### src/common/lpc_params.svh
`ifndef LPC_PARAMS_SVH
`define LPC_PARAMS_SVH

// register offsets
`define LPC_ADDR_CTRL        8'h00
`define LPC_ADDR_DUTY_FIRST  8'h01
`define LPC_ADDR_DUTY_LAST   8'h48
`define LPC_ADDR_SCALE_FIRST 8'h4a
`define LPC_ADDR_SCALE_LAST  8'h6d
`define LPC_ADDR_GLOBAL      8'h6e
`define LPC_ADDR_PHASE       8'h70
`define LPC_ADDR_FAULT_EN    8'h71
`define LPC_ADDR_FAULT_FIRST 8'h72
`define LPC_ADDR_FAULT_LAST  8'h76
`define LPC_ADDR_SPREAD      8'h78
`define LPC_ADDR_RESET       8'h7f

// field positions
`define LPC_CTRL_SOFT_ON_BIT 0
`define LPC_CTRL_RES_LSB     1
`define LPC_CTRL_DIV_LSB     4
`define LPC_PHASE_DELAY_BIT  7
`define LPC_SPREAD_EN_BIT    4
`define LPC_SPREAD_RANGE_LSB 2
`define LPC_SPREAD_DC_LSB    5

// reset values
`define LPC_RESET_BYTE       8'h00
`define LPC_RESET_KEY        8'h00

// geometry
`define LPC_CHANNELS         36
`define LPC_GROUPS           6
`define LPC_GROUP_SIZE       6
`define LPC_DC_BANK          12

// timing: ring oscillator rate emulated from the core clock
`define LPC_RING_HZ          16000000
`define LPC_CLK_HZ           50000000
`define LPC_ACC_INC          (`LPC_RING_HZ / 1000000)
`define LPC_ACC_MOD          (`LPC_CLK_HZ / 1000000)

`endif

### src/common/lpc_pkg.sv
package lpc_pkg;

    typedef struct packed {
        logic       wr;
        logic       rd;
        logic [7:0] addr;
        logic [7:0] wdata;
    } lpc_reg_req_t;

    typedef struct packed {
        logic       analog_enable;
        logic       sink_enable;
        logic [7:0] global_current_scale;
        logic       spread_enable;
        logic [1:0] spread_range;
        logic [1:0] spread_cycle;
    } lpc_analog_t;

    typedef enum logic [1:0] {
        LPC_RES_8  = 2'h0,
        LPC_RES_10 = 2'h1,
        LPC_RES_12 = 2'h2,
        LPC_RES_16 = 2'h3
    } lpc_res_t;

endpackage : lpc_pkg

### src/lpc_pwm_core.sv
// How it works
// - one duty value per channel from 01h
// - duty is high byte and low byte
// - reset: 8-bit resolution, 16MHz base
// - divider and resolution set frequency
// - no delay, no inversion: common start
// - phase delay splits six groups of six
// - each group lags by sixth period
// - clear invert bit: whole group phase 1
// - odd outputs turn on at start
// - even outputs turn off at end
// - delay and inversion combine freely
// - detect code 1x written after 00 captures fault flags
// - spread range field drives oscillator
// - one current scale byte per channel
// - global scale applies to all channels
// - shutdown keeps all register contents
// - soft shutdown bit zero stops sinks
// - low shutdown pin disables analog
// - pin rising edge resets host interface
// - registers stay accessible in shutdown
// - detect codes 00/01 store nothing
// - power-on or key write zeroes registers
`timescale 1ns/100ps
`default_nettype none
`include "lpc_params.svh"

module lpc_pwm_core (
    input  wire logic                  core_clk,
    input  wire logic                  rst,
    input  wire lpc_pkg::lpc_reg_req_t host_req,
    output logic                 [7:0] host_rdata,
    output logic                       i2c_reset,
    input  wire logic                  hw_shutdown_n_pin,
    input  wire logic           [35:0] short_detect_pin,
    input  wire logic           [35:0] open_detect_pin,
    output logic                [35:0] led_on,
    output lpc_pkg::lpc_analog_t       analog,
    output logic                 [5:0] scale_chan,
    output logic                 [7:0] scale_value
);
    import lpc_pkg::*;

    function automatic logic in_range(input logic [7:0] a,
                                      input logic [7:0] lo,
                                      input logic [7:0] hi);
        return (a >= lo) && (a <= hi);
    endfunction : in_range

    function automatic logic [15:0] res_top(input logic [1:0] res);
        logic [15:0] t;
        t = 16'h00ff;
        case (lpc_res_t'(res))
            LPC_RES_8:  t = 16'h00ff;
            LPC_RES_10: t = 16'h03ff;
            LPC_RES_12: t = 16'h0fff;
            LPC_RES_16: t = 16'hffff;
            default:    t = 16'h00ff;
        endcase
        return t;
    endfunction : res_top

    function automatic logic [15:0] grp_off(input logic [15:0] top,
                                            input logic [2:0]  g);
        logic [19:0] p;
        p = (20'({4'h0, top}) + 20'h1) * 20'({17'h0, g});
        return 16'(p / 20'h6);
    endfunction : grp_off

    // ---------------- pin synchronisers
    logic [2:0]  hw_sync_q;
    logic [35:0] short_m_q;
    logic [35:0] short_s_q;
    logic [35:0] open_m_q;
    logic [35:0] open_s_q;
    logic        i2c_reset_q;

    always_ff @(posedge core_clk) begin
        if (rst) begin
            hw_sync_q <= 3'h0;
        end else begin
            hw_sync_q <= {hw_sync_q[1:0], hw_shutdown_n_pin};
        end
    end

    always_ff @(posedge core_clk) begin
        short_m_q <= short_detect_pin;
        short_s_q <= short_m_q;
        open_m_q  <= open_detect_pin;
        open_s_q  <= open_m_q;
    end

    wire hw_up   = hw_sync_q[1];
    wire hw_rise = hw_sync_q[1] & ~hw_sync_q[2];

    // only the interface is reset here, never the register contents
    always_ff @(posedge core_clk) begin
        if (rst) begin
            i2c_reset_q <= 1'b0;
        end else begin
            i2c_reset_q <= hw_rise;
        end
    end
    assign i2c_reset = i2c_reset_q;

    // ---------------- register decode
    wire       wr        = host_req.wr;
    wire [7:0] a         = host_req.addr;
    wire [7:0] wd        = host_req.wdata;
    wire       soft_rst  = wr && a == `LPC_ADDR_RESET
                           && wd == `LPC_RESET_KEY;
    wire       clr       = rst | soft_rst;
    wire       duty_hit  = in_range(a, `LPC_ADDR_DUTY_FIRST,
                                    `LPC_ADDR_DUTY_LAST);
    wire       scale_hit = in_range(a, `LPC_ADDR_SCALE_FIRST,
                                    `LPC_ADDR_SCALE_LAST);
    wire       fault_hit = in_range(a, `LPC_ADDR_FAULT_FIRST,
                                    `LPC_ADDR_FAULT_LAST);
    wire [7:0] duty_off  = a - `LPC_ADDR_DUTY_FIRST;
    wire [5:0] duty_ch   = duty_off[6:1];
    wire       duty_hi   = duty_off[0];
    wire [7:0] scale_off = a - `LPC_ADDR_SCALE_FIRST;
    wire [2:0] fault_idx = 3'(a[2:0] - 3'h2);

    logic [7:0]  ctrl_q;
    logic [7:0]  global_q;
    logic [7:0]  phase_q;
    logic [1:0]  fault_mode_q;
    logic [7:0]  spread_q;
    logic [35:0] fault_q;

    // writes are never gated by either shutdown
    always_ff @(posedge core_clk) begin
        if (clr) begin
            ctrl_q       <= `LPC_RESET_BYTE;
            global_q     <= `LPC_RESET_BYTE;
            phase_q      <= `LPC_RESET_BYTE;
            fault_mode_q <= 2'h0;
            spread_q     <= `LPC_RESET_BYTE;
        end else if (wr) begin
            if (a == `LPC_ADDR_CTRL)     ctrl_q       <= wd;
            if (a == `LPC_ADDR_GLOBAL)   global_q     <= wd;
            if (a == `LPC_ADDR_PHASE)    phase_q      <= wd;
            if (a == `LPC_ADDR_FAULT_EN) fault_mode_q <= wd[1:0];
            if (a == `LPC_ADDR_SPREAD)   spread_q     <= wd;
        end
    end

    // a snapshot only; a fault that comes later needs a fresh 00 then 1x
    wire fault_cap = wr && a == `LPC_ADDR_FAULT_EN && wd[1]
                     && fault_mode_q == 2'h0;

    always_ff @(posedge core_clk) begin
        if (clr) begin
            fault_q <= 36'h0;
        end else if (fault_cap) begin
            fault_q <= wd[0] ? open_s_q : short_s_q;
        end
    end

    // ---------------- PWM time base
    logic [5:0]  acc_q;
    logic [6:0]  pre_q;
    logic [15:0] cnt_q;

    wire [6:0]  acc_sum   = {1'b0, acc_q} + 7'(`LPC_ACC_INC);
    wire        ring_tick = acc_sum >= 7'(`LPC_ACC_MOD);
    wire [5:0]  acc_d     = ring_tick ? 6'(acc_sum - 7'(`LPC_ACC_MOD))
                                      : acc_sum[5:0];
    wire [2:0]  div_sel   = ctrl_q[`LPC_CTRL_DIV_LSB +: 3];
    wire [6:0]  pre_mask  = 7'((8'h01 << div_sel) - 8'h01);
    wire        pwm_step  = ring_tick
                            && (pre_q & pre_mask) == pre_mask;
    wire [15:0] top       = res_top(ctrl_q[`LPC_CTRL_RES_LSB +: 2]);
    wire        delay_en  = phase_q[`LPC_PHASE_DELAY_BIT];
    wire        drive_en  = ctrl_q[`LPC_CTRL_SOFT_ON_BIT] & hw_up;

    always_ff @(posedge core_clk) begin
        if (clr) begin
            acc_q <= 6'h0;
            pre_q <= 7'h0;
            cnt_q <= 16'h0;
        end else begin
            acc_q <= acc_d;
            if (ring_tick) pre_q <= pre_q + 7'h1;
            if (pwm_step) begin
                cnt_q <= (cnt_q >= top) ? 16'h0 : cnt_q + 16'h1;
            end
        end
    end

    // ---------------- group phase offsets
    logic [15:0] grp_cnt  [`LPC_GROUPS];
    logic [15:0] grp_offs [`LPC_GROUPS];
    logic [5:0]  grp_wrap;

    genvar g;
    generate
        for (g = 0; g < `LPC_GROUPS; g++) begin : g_grp
            // offsets collapse to zero with delay off: common start
            assign grp_offs[g] = delay_en ? grp_off(top, 3'(g))
                                          : 16'h0;
            assign grp_cnt[g]  = (cnt_q >= grp_offs[g])
                ? cnt_q - grp_offs[g]
                : 16'({1'b0, cnt_q} + {1'b0, top} + 17'h1
                      - {1'b0, grp_offs[g]});
            assign grp_wrap[g] = pwm_step && grp_cnt[g] == top;
        end
    endgenerate

    // ---------------- per-channel duty and outputs
    logic [15:0] duty_pend_q [`LPC_CHANNELS];
    logic [15:0] duty_act_q  [`LPC_CHANNELS];

    genvar c;
    generate
        for (c = 0; c < `LPC_CHANNELS; c++) begin : g_ch
            localparam int GI = c / `LPC_GROUP_SIZE;
            localparam int PI = c % `LPC_GROUP_SIZE;
            wire        hit_lo = wr && duty_hit && duty_ch == 6'(c)
                                 && !duty_hi;
            wire        hit_hi = wr && duty_hit && duty_ch == 6'(c)
                                 && duty_hi;
            wire [15:0] eff    = duty_act_q[c] & top;
            wire [15:0] cg     = grp_cnt[GI];
            wire        on_p1  = cg < eff;
            wire        on_p2  = ({1'b0, cg} + {1'b0, eff})
                                 > {1'b0, top};
            // only 2nd, 4th, 6th of a group may move to phase 2
            wire        inv    = phase_q[GI] && PI % 2 == 1;
            wire        dc     = spread_q[`LPC_SPREAD_DC_LSB
                                          + c / `LPC_DC_BANK];
            wire        on     = dc | (inv ? on_p2 : on_p1);

            always_ff @(posedge core_clk) begin
                if (clr) begin
                    duty_pend_q[c] <= 16'h0;
                end else if (hit_lo) begin
                    duty_pend_q[c][7:0] <= wd;
                end else if (hit_hi) begin
                    duty_pend_q[c][15:8] <= wd;
                end
            end

            // swap only at this group's wrap: no cut pulses
            always_ff @(posedge core_clk) begin
                if (clr) begin
                    duty_act_q[c] <= 16'h0;
                    led_on[c]     <= 1'b0;
                end else begin
                    if (grp_wrap[GI]) begin
                        duty_act_q[c] <= duty_pend_q[c];
                    end
                    led_on[c] <= on & drive_en;
                end
            end
        end
    endgenerate

    // ---------------- current scale memory
    logic [5:0] scan_q;
    logic [5:0] scan_chan_q;
    logic [7:0] mem_rdata;
    logic [5:0] mem_raddr_q;
    // last read address is held so scale data stand until the next read
    wire  [5:0] mem_raddr = host_req.rd ? scale_off[5:0] : mem_raddr_q;

    lpc_regmem u_scale (
        .core_clk  (core_clk),
        .clr       (clr),
        .we        (wr && scale_hit),
        .waddr     (scale_off[5:0]),
        .wdata     (wd),
        .raddr     (mem_raddr),
        .rdata     (mem_rdata),
        .scan_addr (scan_q),
        .scan_data (scale_value)
    );

    // the analog side is refreshed round-robin, one channel a cycle
    always_ff @(posedge core_clk) begin
        if (rst) begin
            scan_q      <= 6'h0;
            scan_chan_q <= 6'h0;
        end else begin
            scan_q      <= (scan_q == 6'(`LPC_CHANNELS - 1)) ? 6'h0
                                                             : scan_q + 6'h1;
            scan_chan_q <= scan_q;
        end
    end
    assign scale_chan = scan_chan_q;

    // ---------------- analog controls
    assign analog.analog_enable        = hw_up;
    assign analog.sink_enable          = drive_en;
    assign analog.global_current_scale = global_q;
    assign analog.spread_enable        = spread_q[`LPC_SPREAD_EN_BIT];
    assign analog.spread_range         =
        spread_q[`LPC_SPREAD_RANGE_LSB +: 2];
    assign analog.spread_cycle         = spread_q[1:0];

    // ---------------- read path, one cycle latency
    wire [39:0] fault_wide = {4'h0, fault_q};
    wire [15:0] pend_sel   = duty_pend_q[duty_ch];
    logic [7:0] rd_local;
    logic [7:0] rd_q;
    logic       sel_mem_q;

    always_comb begin
        rd_local = 8'h00;
        if (a == `LPC_ADDR_CTRL)          rd_local = ctrl_q;
        else if (duty_hit)                rd_local = duty_hi ? pend_sel[15:8]
                                                             : pend_sel[7:0];
        else if (a == `LPC_ADDR_GLOBAL)   rd_local = global_q;
        else if (a == `LPC_ADDR_PHASE)    rd_local = phase_q;
        else if (a == `LPC_ADDR_FAULT_EN) rd_local = {6'h0, fault_mode_q};
        else if (fault_hit)               rd_local = fault_wide[fault_idx*8 +: 8];
        else if (a == `LPC_ADDR_SPREAD)   rd_local = spread_q;
    end

    always_ff @(posedge core_clk) begin
        if (rst) begin
            rd_q        <= 8'h00;
            sel_mem_q   <= 1'b0;
            mem_raddr_q <= 6'h0;
        end else if (host_req.rd) begin
            rd_q        <= rd_local;
            sel_mem_q   <= scale_hit;
            mem_raddr_q <= scale_off[5:0];
        end
    end
    assign host_rdata = sel_mem_q ? mem_rdata : rd_q;
endmodule : lpc_pwm_core

`default_nettype wire

### src/lpc_regmem.sv
`timescale 1ns/100ps
`default_nettype none
`include "lpc_params.svh"

module lpc_regmem (
    input  wire logic       core_clk,
    input  wire logic       clr,
    input  wire logic       we,
    input  wire logic [5:0] waddr,
    input  wire logic [7:0] wdata,
    input  wire logic [5:0] raddr,
    output logic      [7:0] rdata,
    input  wire logic [5:0] scan_addr,
    output logic      [7:0] scan_data
);
    import lpc_pkg::*;

    logic [7:0] mem_q [`LPC_CHANNELS];

    // clear is swept in one cycle so a soft reset needs no walk
    genvar i;
    generate
        for (i = 0; i < `LPC_CHANNELS; i++) begin : g_word
            always_ff @(posedge core_clk) begin
                if (clr) begin
                    mem_q[i] <= `LPC_RESET_BYTE;
                end else if (we && waddr == 6'(i)) begin
                    mem_q[i] <= wdata;
                end
            end
        end
    endgenerate

    always_ff @(posedge core_clk) begin
        rdata     <= mem_q[raddr];
        scan_data <= mem_q[scan_addr];
    end

endmodule : lpc_regmem

`default_nettype wire

### config.mk
export PLATFORM = sky130hd
export DESIGN_NAME = lpc_pwm_core
export DESIGN_NICKNAME = d
export VERILOG_FILES = /design/src/common/lpc_pkg.sv /design/src/lpc_pwm_core.sv /design/src/lpc_regmem.sv
export VERILOG_INCLUDE_DIRS = /design/src /design/src/common
export SDC_FILE = /design/constraint.sdc
export NUM_CORES = 2
export LEC_CHECK = 0
export BUFFER_PORTS_ARGS = -buffer_cell sky130_fd_sc_hd__buf_2
export CORE_MARGIN = 8
export CORE_UTILIZATION = 44
export CTS_CLUSTER_SIZE = 8
export DETAILED_ROUTE_END_ITERATION = 10
export GPL_TIMING_DRIVEN = 0
export PLACE_DENSITY = 0.57
export SLEW_MARGIN = 20
export SYNTH_ARGS = -nofsm -noshare
export SYNTH_HDL_FRONTEND = slang
export SYNTH_SLANG_ARGS = --single-unit
### constraint.sdc
create_clock -name core_clk -period 21 [get_ports core_clk]
set_clock_uncertainty 0.2 [all_clocks]
set_input_delay 4.2 -clock core_clk [delete_from_list [all_inputs] [get_ports core_clk]]
set_output_delay 4.2 -clock core_clk [all_outputs]
set_load 0.05 [all_outputs]
* Word level (Yosys, flattened, before mapping) *
Memories as Yosys holds them, arrays and structs flattened. A register that Yosys moved wholly into a read port is not among the register bits.
Cells that the tools add are included.
Widths: inputs -> output; s select.

storage, ports and cells
  latch bits = 0
  memory bits (writable) = 1440
  memories = 3
  register bits after elaboration = 310
  ROM bits = 0

memory list
  memory         depth  width  rd ports  clocked after memory_dff  wr ports  line                 RTL
  duty_act_q     36     16     36        0                         36        lpc_pwm_core.sv:213  logic [15:0] duty_act_q [`LPC_CHANNELS];
  duty_pend_q    36     16     37        0                         36        lpc_pwm_core.sv:212  logic [15:0] duty_pend_q [`LPC_CHANNELS];
  u_scale.mem_q  36     8      2         2                         36        lpc_regmem.sv:18     logic [7:0] mem_q [`LPC_CHANNELS];

cells by class
  multiplexer cells = 567
  reduce and logical (&&, ||, !) cells = 174
  add/subtract/negate cells = 40
  bitwise operators = 257
  div/mod/pow operators = 5
  multiply operators = 2
  shift operators = 2
  magnitude comparators = 68
  equal/unequal tests = 86

operators by type and width
  operator               number
  $mux 8                 117
  $mux 16                48
  $and 16x16->16         36
  $lt 16x16->1           36
  $mux 1                 398
  $add 16x16->17         18
  $gt 17x16->1           18
  $eq 6x5->1 const B     32
  $or 1x1->1             181
  $logic_and 1x1->1      161
  $sub 16x16->16         10
  $div 20x3->20 const B  5
  $eq 16x16->1           6
  $eq 6x4->1 const B     16
  $ge 16x16->1           6
  $pmux 16 s4            1
  $eq 6x6->1 const B     9
  $eq 6x3->1 const B     8
  $eq 8x7->1 const B     5
  $shiftx 40x7->8        1
  $and 1x1->1            38
  $mux 36                1
  $add 16x1->16 const B  2
  $eq 6x2->1 const B     4
  30 further kinds       44

* Logic depth before layout (Yosys ltp) *
  depth after elaboration = 14
  mapped depth = 55

* Cells and area by module *
A second synthesis with hierarchy kept.

unflattened totals
  cell total of the unflattened synthesis = 10703
  area total of the unflattened synthesis = 113664.0 µm²

by module, submodules not included
  module        area each (µm²)  cells each  times used
  lpc_pwm_core  96890.4          9410        1
  lpc_regmem    16773.6          1293        1

* Worst setup path before layout *
OpenSTA, ideal clock, no wires.

  path type = reg2reg
  start point = reg ctrl_q[1]
  end point = mem duty_act_q[30][0] (netlist: duty_act_q[7][32]), enable pin
  setup slack = 2.859 ns
  arrival = 17.248 ns
  clock period less this slack = 18.141 ns
  path buffers = 5
  data required time = 20.107 ns
  library setup time = 0.693 ns
  cell stages (with the launch flop) = 44
  path through = dfxtp_1 -> inv_1 -> ha_1 -> clkbuf_1 -> clkbuf_1 -> or2_2 -> inv_1 -> clkbuf_1 -> nor2_1 -> ha_1 -> ha_1 -> o2111a_1 -> or4_1 -> a21oi_1 -> o31ai_1 -> a211oi_1 -> a41oi_1 -> nor3_1 -> [8 not listed] -> nor2_1 -> nand3_1 -> ha_1 -> a31oi_1 -> o21ai_0 -> fa_1 -> a211o_1 -> a2111oi_4 -> nor2_1 -> a311o_1 -> o41ai_4 -> nor4_1 -> a31oi_1 -> and4_1 -> mux2i_2 -> buf_6 -> buf_6 -> o31ai_1

RTL lines
  item                    line                 RTL
  start, declared         lpc_pwm_core.sv:125  logic [7:0] ctrl_q;
  start signal, assigned  lpc_pwm_core.sv:135  ctrl_q <= `LPC_RESET_BYTE;
  start signal, assigned  lpc_pwm_core.sv:141  if (a == `LPC_ADDR_CTRL) ctrl_q <= wd;
  end, declared           lpc_pwm_core.sv:213

* Worst setup path after layout *
  start point = reg ctrl_q[2]
  end point = reg led_on[27]

on the way
  longest elaborated chain between the ends = 12
  elaborated cells between the ends (all ways) = 21
  those cells by class = add/sub (6); div (1); order compare (3); eq/ne (3); mux (4); bitwise (3); reduce/logical (1)

RTL lines
  item                                    line                 RTL
  $eq 2x2->1 (tied with other cells)      lpc_pwm_core.sv:53   case (lpc_res_t'(res))
  $pmux 16 s4 (*)                         lpc_pwm_core.sv:53
  $add 16x1->17                           lpc_pwm_core.sv:66   p = (20'({4'h0, top}) + 20'h1) * 20'({17'h0, g});
  $div 20x3->20                           lpc_pwm_core.sv:67   return 16'(p / 20'h6);
  $mux 16                                 lpc_pwm_core.sv:201  assign grp_offs[g] = delay_en ? grp_off(top, 3'(g))
  $sub 16x16->16 (tied with other cells)  lpc_pwm_core.sv:206  - {1'b0, grp_offs[g]});
  $mux 16                                 lpc_pwm_core.sv:204  ? cnt_q - grp_offs[g]
  $add 16x16->17                          lpc_pwm_core.sv:227  wire on_p2 = ({1'b0, cg} + {1'b0, eff})
  $gt 17x16->1                            lpc_pwm_core.sv:228  > {1'b0, top};
  $mux 1 (*)                              lpc_pwm_core.sv:233  wire on = dc | (inv ? on_p2 : on_p1);
  $or 1x1->1 (*)                          lpc_pwm_core.sv:233
  $and 1x1->1 (*)                         lpc_pwm_core.sv:254  led_on[c] <= on & drive_en;
  end signal, assigned by index           lpc_pwm_core.sv:254
  end, declared                           lpc_pwm_core.sv:37   output logic [35:0] led_on,

Every way passes the cells marked *; elsewhere a longest branch is shown, timed or not. The select of a mux whose other input is x is not followed.
A chain may end at the register's enable or synchronous reset.

==> metrics.log <==
INFO  metric synthesis.area_per_instance = 10.6 um^2
INFO  metric fin_cells = 14940
INFO  metric synth_ff_type = edfxtp_1
INFO  metric initial_core_util = 44.3%
INFO  metric place.port_buffers = 161
INFO  metric drc = 0
INFO  metric reg2reg_from = ctrl_q[2]
INFO  metric grt_pass1_wl = 649 mm
INFO  metric grt_setup_unrepaired = no
INFO  metric detailed_place_hpwl = 370 mm
INFO  metric final_layout_size_suffix_gt1_share = 10.7%
INFO  metric fin_total_pwr = 9.73 mW
INFO  metric clockBufferDepth = 4
INFO  metric worstSetupStartpointType = register
INFO  metric die_h = 527 um
INFO  metric p_sw_share = 28.3%
INFO  metric htree_depth = 5
INFO  metric critPathLaunch = ctrl_q[2]
INFO  metric route.final.wire_length = 469 mm
INFO  metric core_region_area = 260000 um^2
INFO  metric final_core_util = 50.5%
INFO  metric antenna_left = 0
INFO  metric cts_buffers = 275
INFO  metric dpl_cell_area = 123000 um^2
INFO  metric hold_viol = 0
INFO  metric clockPowerShare = 41.6%
INFO  metric rows = 187
INFO  metric critical-path-max-stage-delay = 1.10 ns
INFO  metric first_iter_violations = 11103
INFO  metric grt_max_degree = 58
INFO  metric tightestPinTransition = 1.43 ns
INFO  metric path_buf_inv = 8
INFO  metric cp_num_cells = 51
INFO  metric area_growth_synth_to_finish = 14.1%
INFO  metric grt_ovf = 0
INFO  metric maxClockFrequency = 57.0 MHz
INFO  metric numClockSinks = 1765
INFO  metric crit_top_cell = ha_1
INFO  metric setup.worst_path.end = led_on[27]
INFO  metric cell_internal_pwr = 6.98 mW
INFO  metric drt-wirelength-per-cell = 31.4 um
INFO  metric worst_setup_hold_path_clk_slew = 0.05 ns
INFO  metric power_switching = 2.75 mW
INFO  metric use_met2 = 50.2%
INFO  metric yosys_warnings = 0
INFO  metric slowest_stage = dfxtp_1
INFO  metric fin_crit = 17.55 ns
INFO  metric post_drt_via_cell_ratio = 6.17
INFO  metric synth-seq-area-share = 43.2%
INFO  metric clk_latency = 0.92 ns
INFO  metric critical_path_class = reg -> reg
INFO  metric busiest_layer = met2
INFO  metric timing.critical_path.required = 21.65 ns
INFO  metric nNetsFinal = 12685
INFO  metric crit_arrival = 18.20 ns
INFO  metric ir_drop = 0.107 mV
INFO  metric fillers = 23245
INFO  metric post-place-cells = 14499
INFO  metric die_width = 527 um
INFO  metric p_comb_share = 16.7%
INFO  metric rr_endpoint = led_on[27]
INFO  metric status = finished clean
INFO  metric routed-via-count = 92176
INFO  metric io-pin-count = 167
INFO  metric setup_viol = 0
INFO  metric power-per-cell-area = 74.2 nW/um^2
INFO  metric finish.instance_area = 131000 um^2
INFO  metric tritoncts = built
INFO  metric seq_power_share = 41.8%
INFO  metric ctsHoldBuffers = 0
INFO  metric mostFrequentLayoutCell = edfxtp_1
INFO  metric die_area = 278000 um^2
INFO  metric timing.critical_path.max_delay_family = compound AO/OA/AOI/OAI gates
INFO  metric first_global_vias = 88151
INFO  metric grt_util_met3 = 7.99%
INFO  metric place_congestion = 1.06
INFO  metric synth_seq_cells = 1765
INFO  metric power.static_leakage = 52.8 nW
INFO  metric timing.critical_path.to_type = register
INFO  metric grtUsageTotal = 32.5%
INFO  metric synth.lib_cells_used.distinct = 98
INFO  metric first_pass_iters = 6
INFO  metric worstRegToRegCells = 51
INFO  metric biggest_fanout_along_the_worst_timing_path = 24
INFO  metric grt_antenna_before_repair = 71
INFO  metric timing.final.crit_share = 83.6%
INFO  metric timing.max_slew.rel_slack = 4.72%
INFO  metric final-max-slew-violation-count = 0
INFO  metric min_path_type = reg -> reg
INFO  metric asyncSetResetFlopFracSynth = 0%
INFO  metric postCtsSetupRepairBufs = 0
INFO  metric maxCapViolCount = 0
INFO  metric syn_area = 115000 um^2
INFO  metric reg2reg_setup_slack = 3.45 ns
INFO  metric cts_repair_resize_count = 0
INFO  metric synth_enable_flop_cells = 1440
INFO  metric grt.met1_usage = 41.1%
INFO  metric layout_common_cells = edfxtp_1 (1440), ha_1 (1192), and2_1 (1087), nand2_1 (864), inv_1 (741)
INFO  metric finalSetupTns = 0 ns
INFO  metric postSynthCellCount = 10810
INFO  metric cts.root.buffer_cell = clkbuf_16
## cells by family after synthesis
| kind of cell | after synthesis | share of synthesized area (%) |
|---|---|---|
| xor gates and xnor gates | 371 | 2.84 |
| other | 1 | 0.00326 |
| AOI/OAI and AO/OA | 1946 | 11.3 |
| muxes | 465 | 7.78 |
| DFF | 1765 | 43.2 |
| and+or+nand+nor | 3739 | 17.1 |
| buffers and inverters | 1306 | 4.38 |
| adders and majority gates | 1217 | 13.4 |
## Yosys cell counts (all sizes together), types with 122 or more instances
| library cell | instances | area [um^2] |
|---|---|---|
| ha | 1193 | 14900 |
| nor3 | 258 | 1290 |
| clkbuf | 472 | 1790 |
| a21oi | 444 | 2220 |
| a211oi | 131 | 983 |
| nor2 | 655 | 2460 |
| nand2 | 866 | 3250 |
| o21a | 122 | 916 |
| edfxtp | 1440 | 43200 |
| dfxtp | 325 | 6510 |
| and2 | 1088 | 6810 |
| xnor2 | 232 | 2030 |
| xor2 | 138 | 1210 |
| mux4 | 341 | 7680 |
| inv | 745 | 2800 |
| nand3 | 131 | 656 |
| nor4 | 142 | 956 |
| o21ai | 454 | 2270 |
## worst min-delay path by stage
stage / startpoint / endpoint / cells past startpoint / slack [ns]
2_1_floorplan: open_m_q[0] / open_s_q[0] / 0 / 0.11
3_3_place_gp: open_m_q[23] / open_s_q[23] / 0 / 0.11
3_5_place_dp: open_m_q[29] / open_s_q[29] / 0 / 0.11
4_1_cts: open_m_q[23] / open_s_q[23] / 0 / 0.11
5_1_grt: short_m_q[17] / short_s_q[17] / 0 / 0.12
6_report: short_m_q[1] / short_s_q[1] / 0 / 0.12
## metal layers
layer | vias up | wire (um)
met5 | - | 154
met4 | 24 | 34800
met3 | 1320 | 48100
met2 | 5218 | 204000
met1 | 45175 | 182000
li1 | 40439 | -
## state kept, by name, summed over array words and instances, names as in the netlist, 7 cells and up
name               flops
pre_q                  7
rd_q                   8
u_scale.mem_q        288
open_s_q              36
short_m_q             36
led_on                36
phase_q                8
duty_act_q           576
fault_q               36
short_s_q             36
duty_pend_q          576
spread_q               8
u_scale.rdata          8
cnt_q                 16
ctrl_q                 8
global_q               8
open_m_q              36
u_scale.scan_data      8
## power groups by stage
| stage | registers (mW) | logic (mW) | clock network, mW |
|---|---|---|---|
| 6_report | 4.06 | 1.62 | 4.04 |
| 5_1_grt | 4.07 | 1.70 | 4.19 |
| 4_1_cts | 4.06 | 1.58 | 4.06 |
| 3_5_place_dp | 4.12 | 1.57 | 0 |
| 3_3_place_gp | 4.14 | 1.47 | 0 |
| 2_1_floorplan | 4.07 | 0.912 | 0 |
## worst reg2reg max path, delay by kind of cell (launching register included)
family                   cells  cell delay [ns]
AO/OA/AOI/OAI               14             5.21
XOR/XNOR                     1             0.11
adder cells (fa/ha/maj)     10             3.31
buffers and inverters        8             3.43
flip-flops                   1             1.10
multiplexers                 1             0.38
AND/OR/NAND/NOR             17             3.75
## area by class of cell
| class | instances | area, um^2 | area share [%] |
|---|---|---|---|
| Antenna cell | 42 | 105 | 0.0801 |
| Inverter | 747 | 2810 | 2.14 |
| Sequential cell | 1765 | 49800 | 37.9 |
| Tap cell | 3402 | 4260 | 3.24 |
| Timing Repair Buffer | 285 | 3370 | 2.57 |
| Buffer | 559 | 2330 | 1.78 |
| Clock inverter | 13 | 176 | 0.134 |
| Clock buffer | 385 | 7450 | 5.68 |
| Multi-Input combinational cell | 7742 | 60900 | 46.4 |
## per-stage QoR
stage | hold slack (ns) | worst slack, ns
6_report | 0.117 | 3.45
5_1_grt | 0.125 | 2.93
4_1_cts | 0.114 | 3.96
3_5_place_dp | 0.112 | 4.06
3_3_place_gp | 0.112 | -7.95
2_1_floorplan | 0.110 | 2.86
Note: power is estimated with default switching activity, not from simulation.
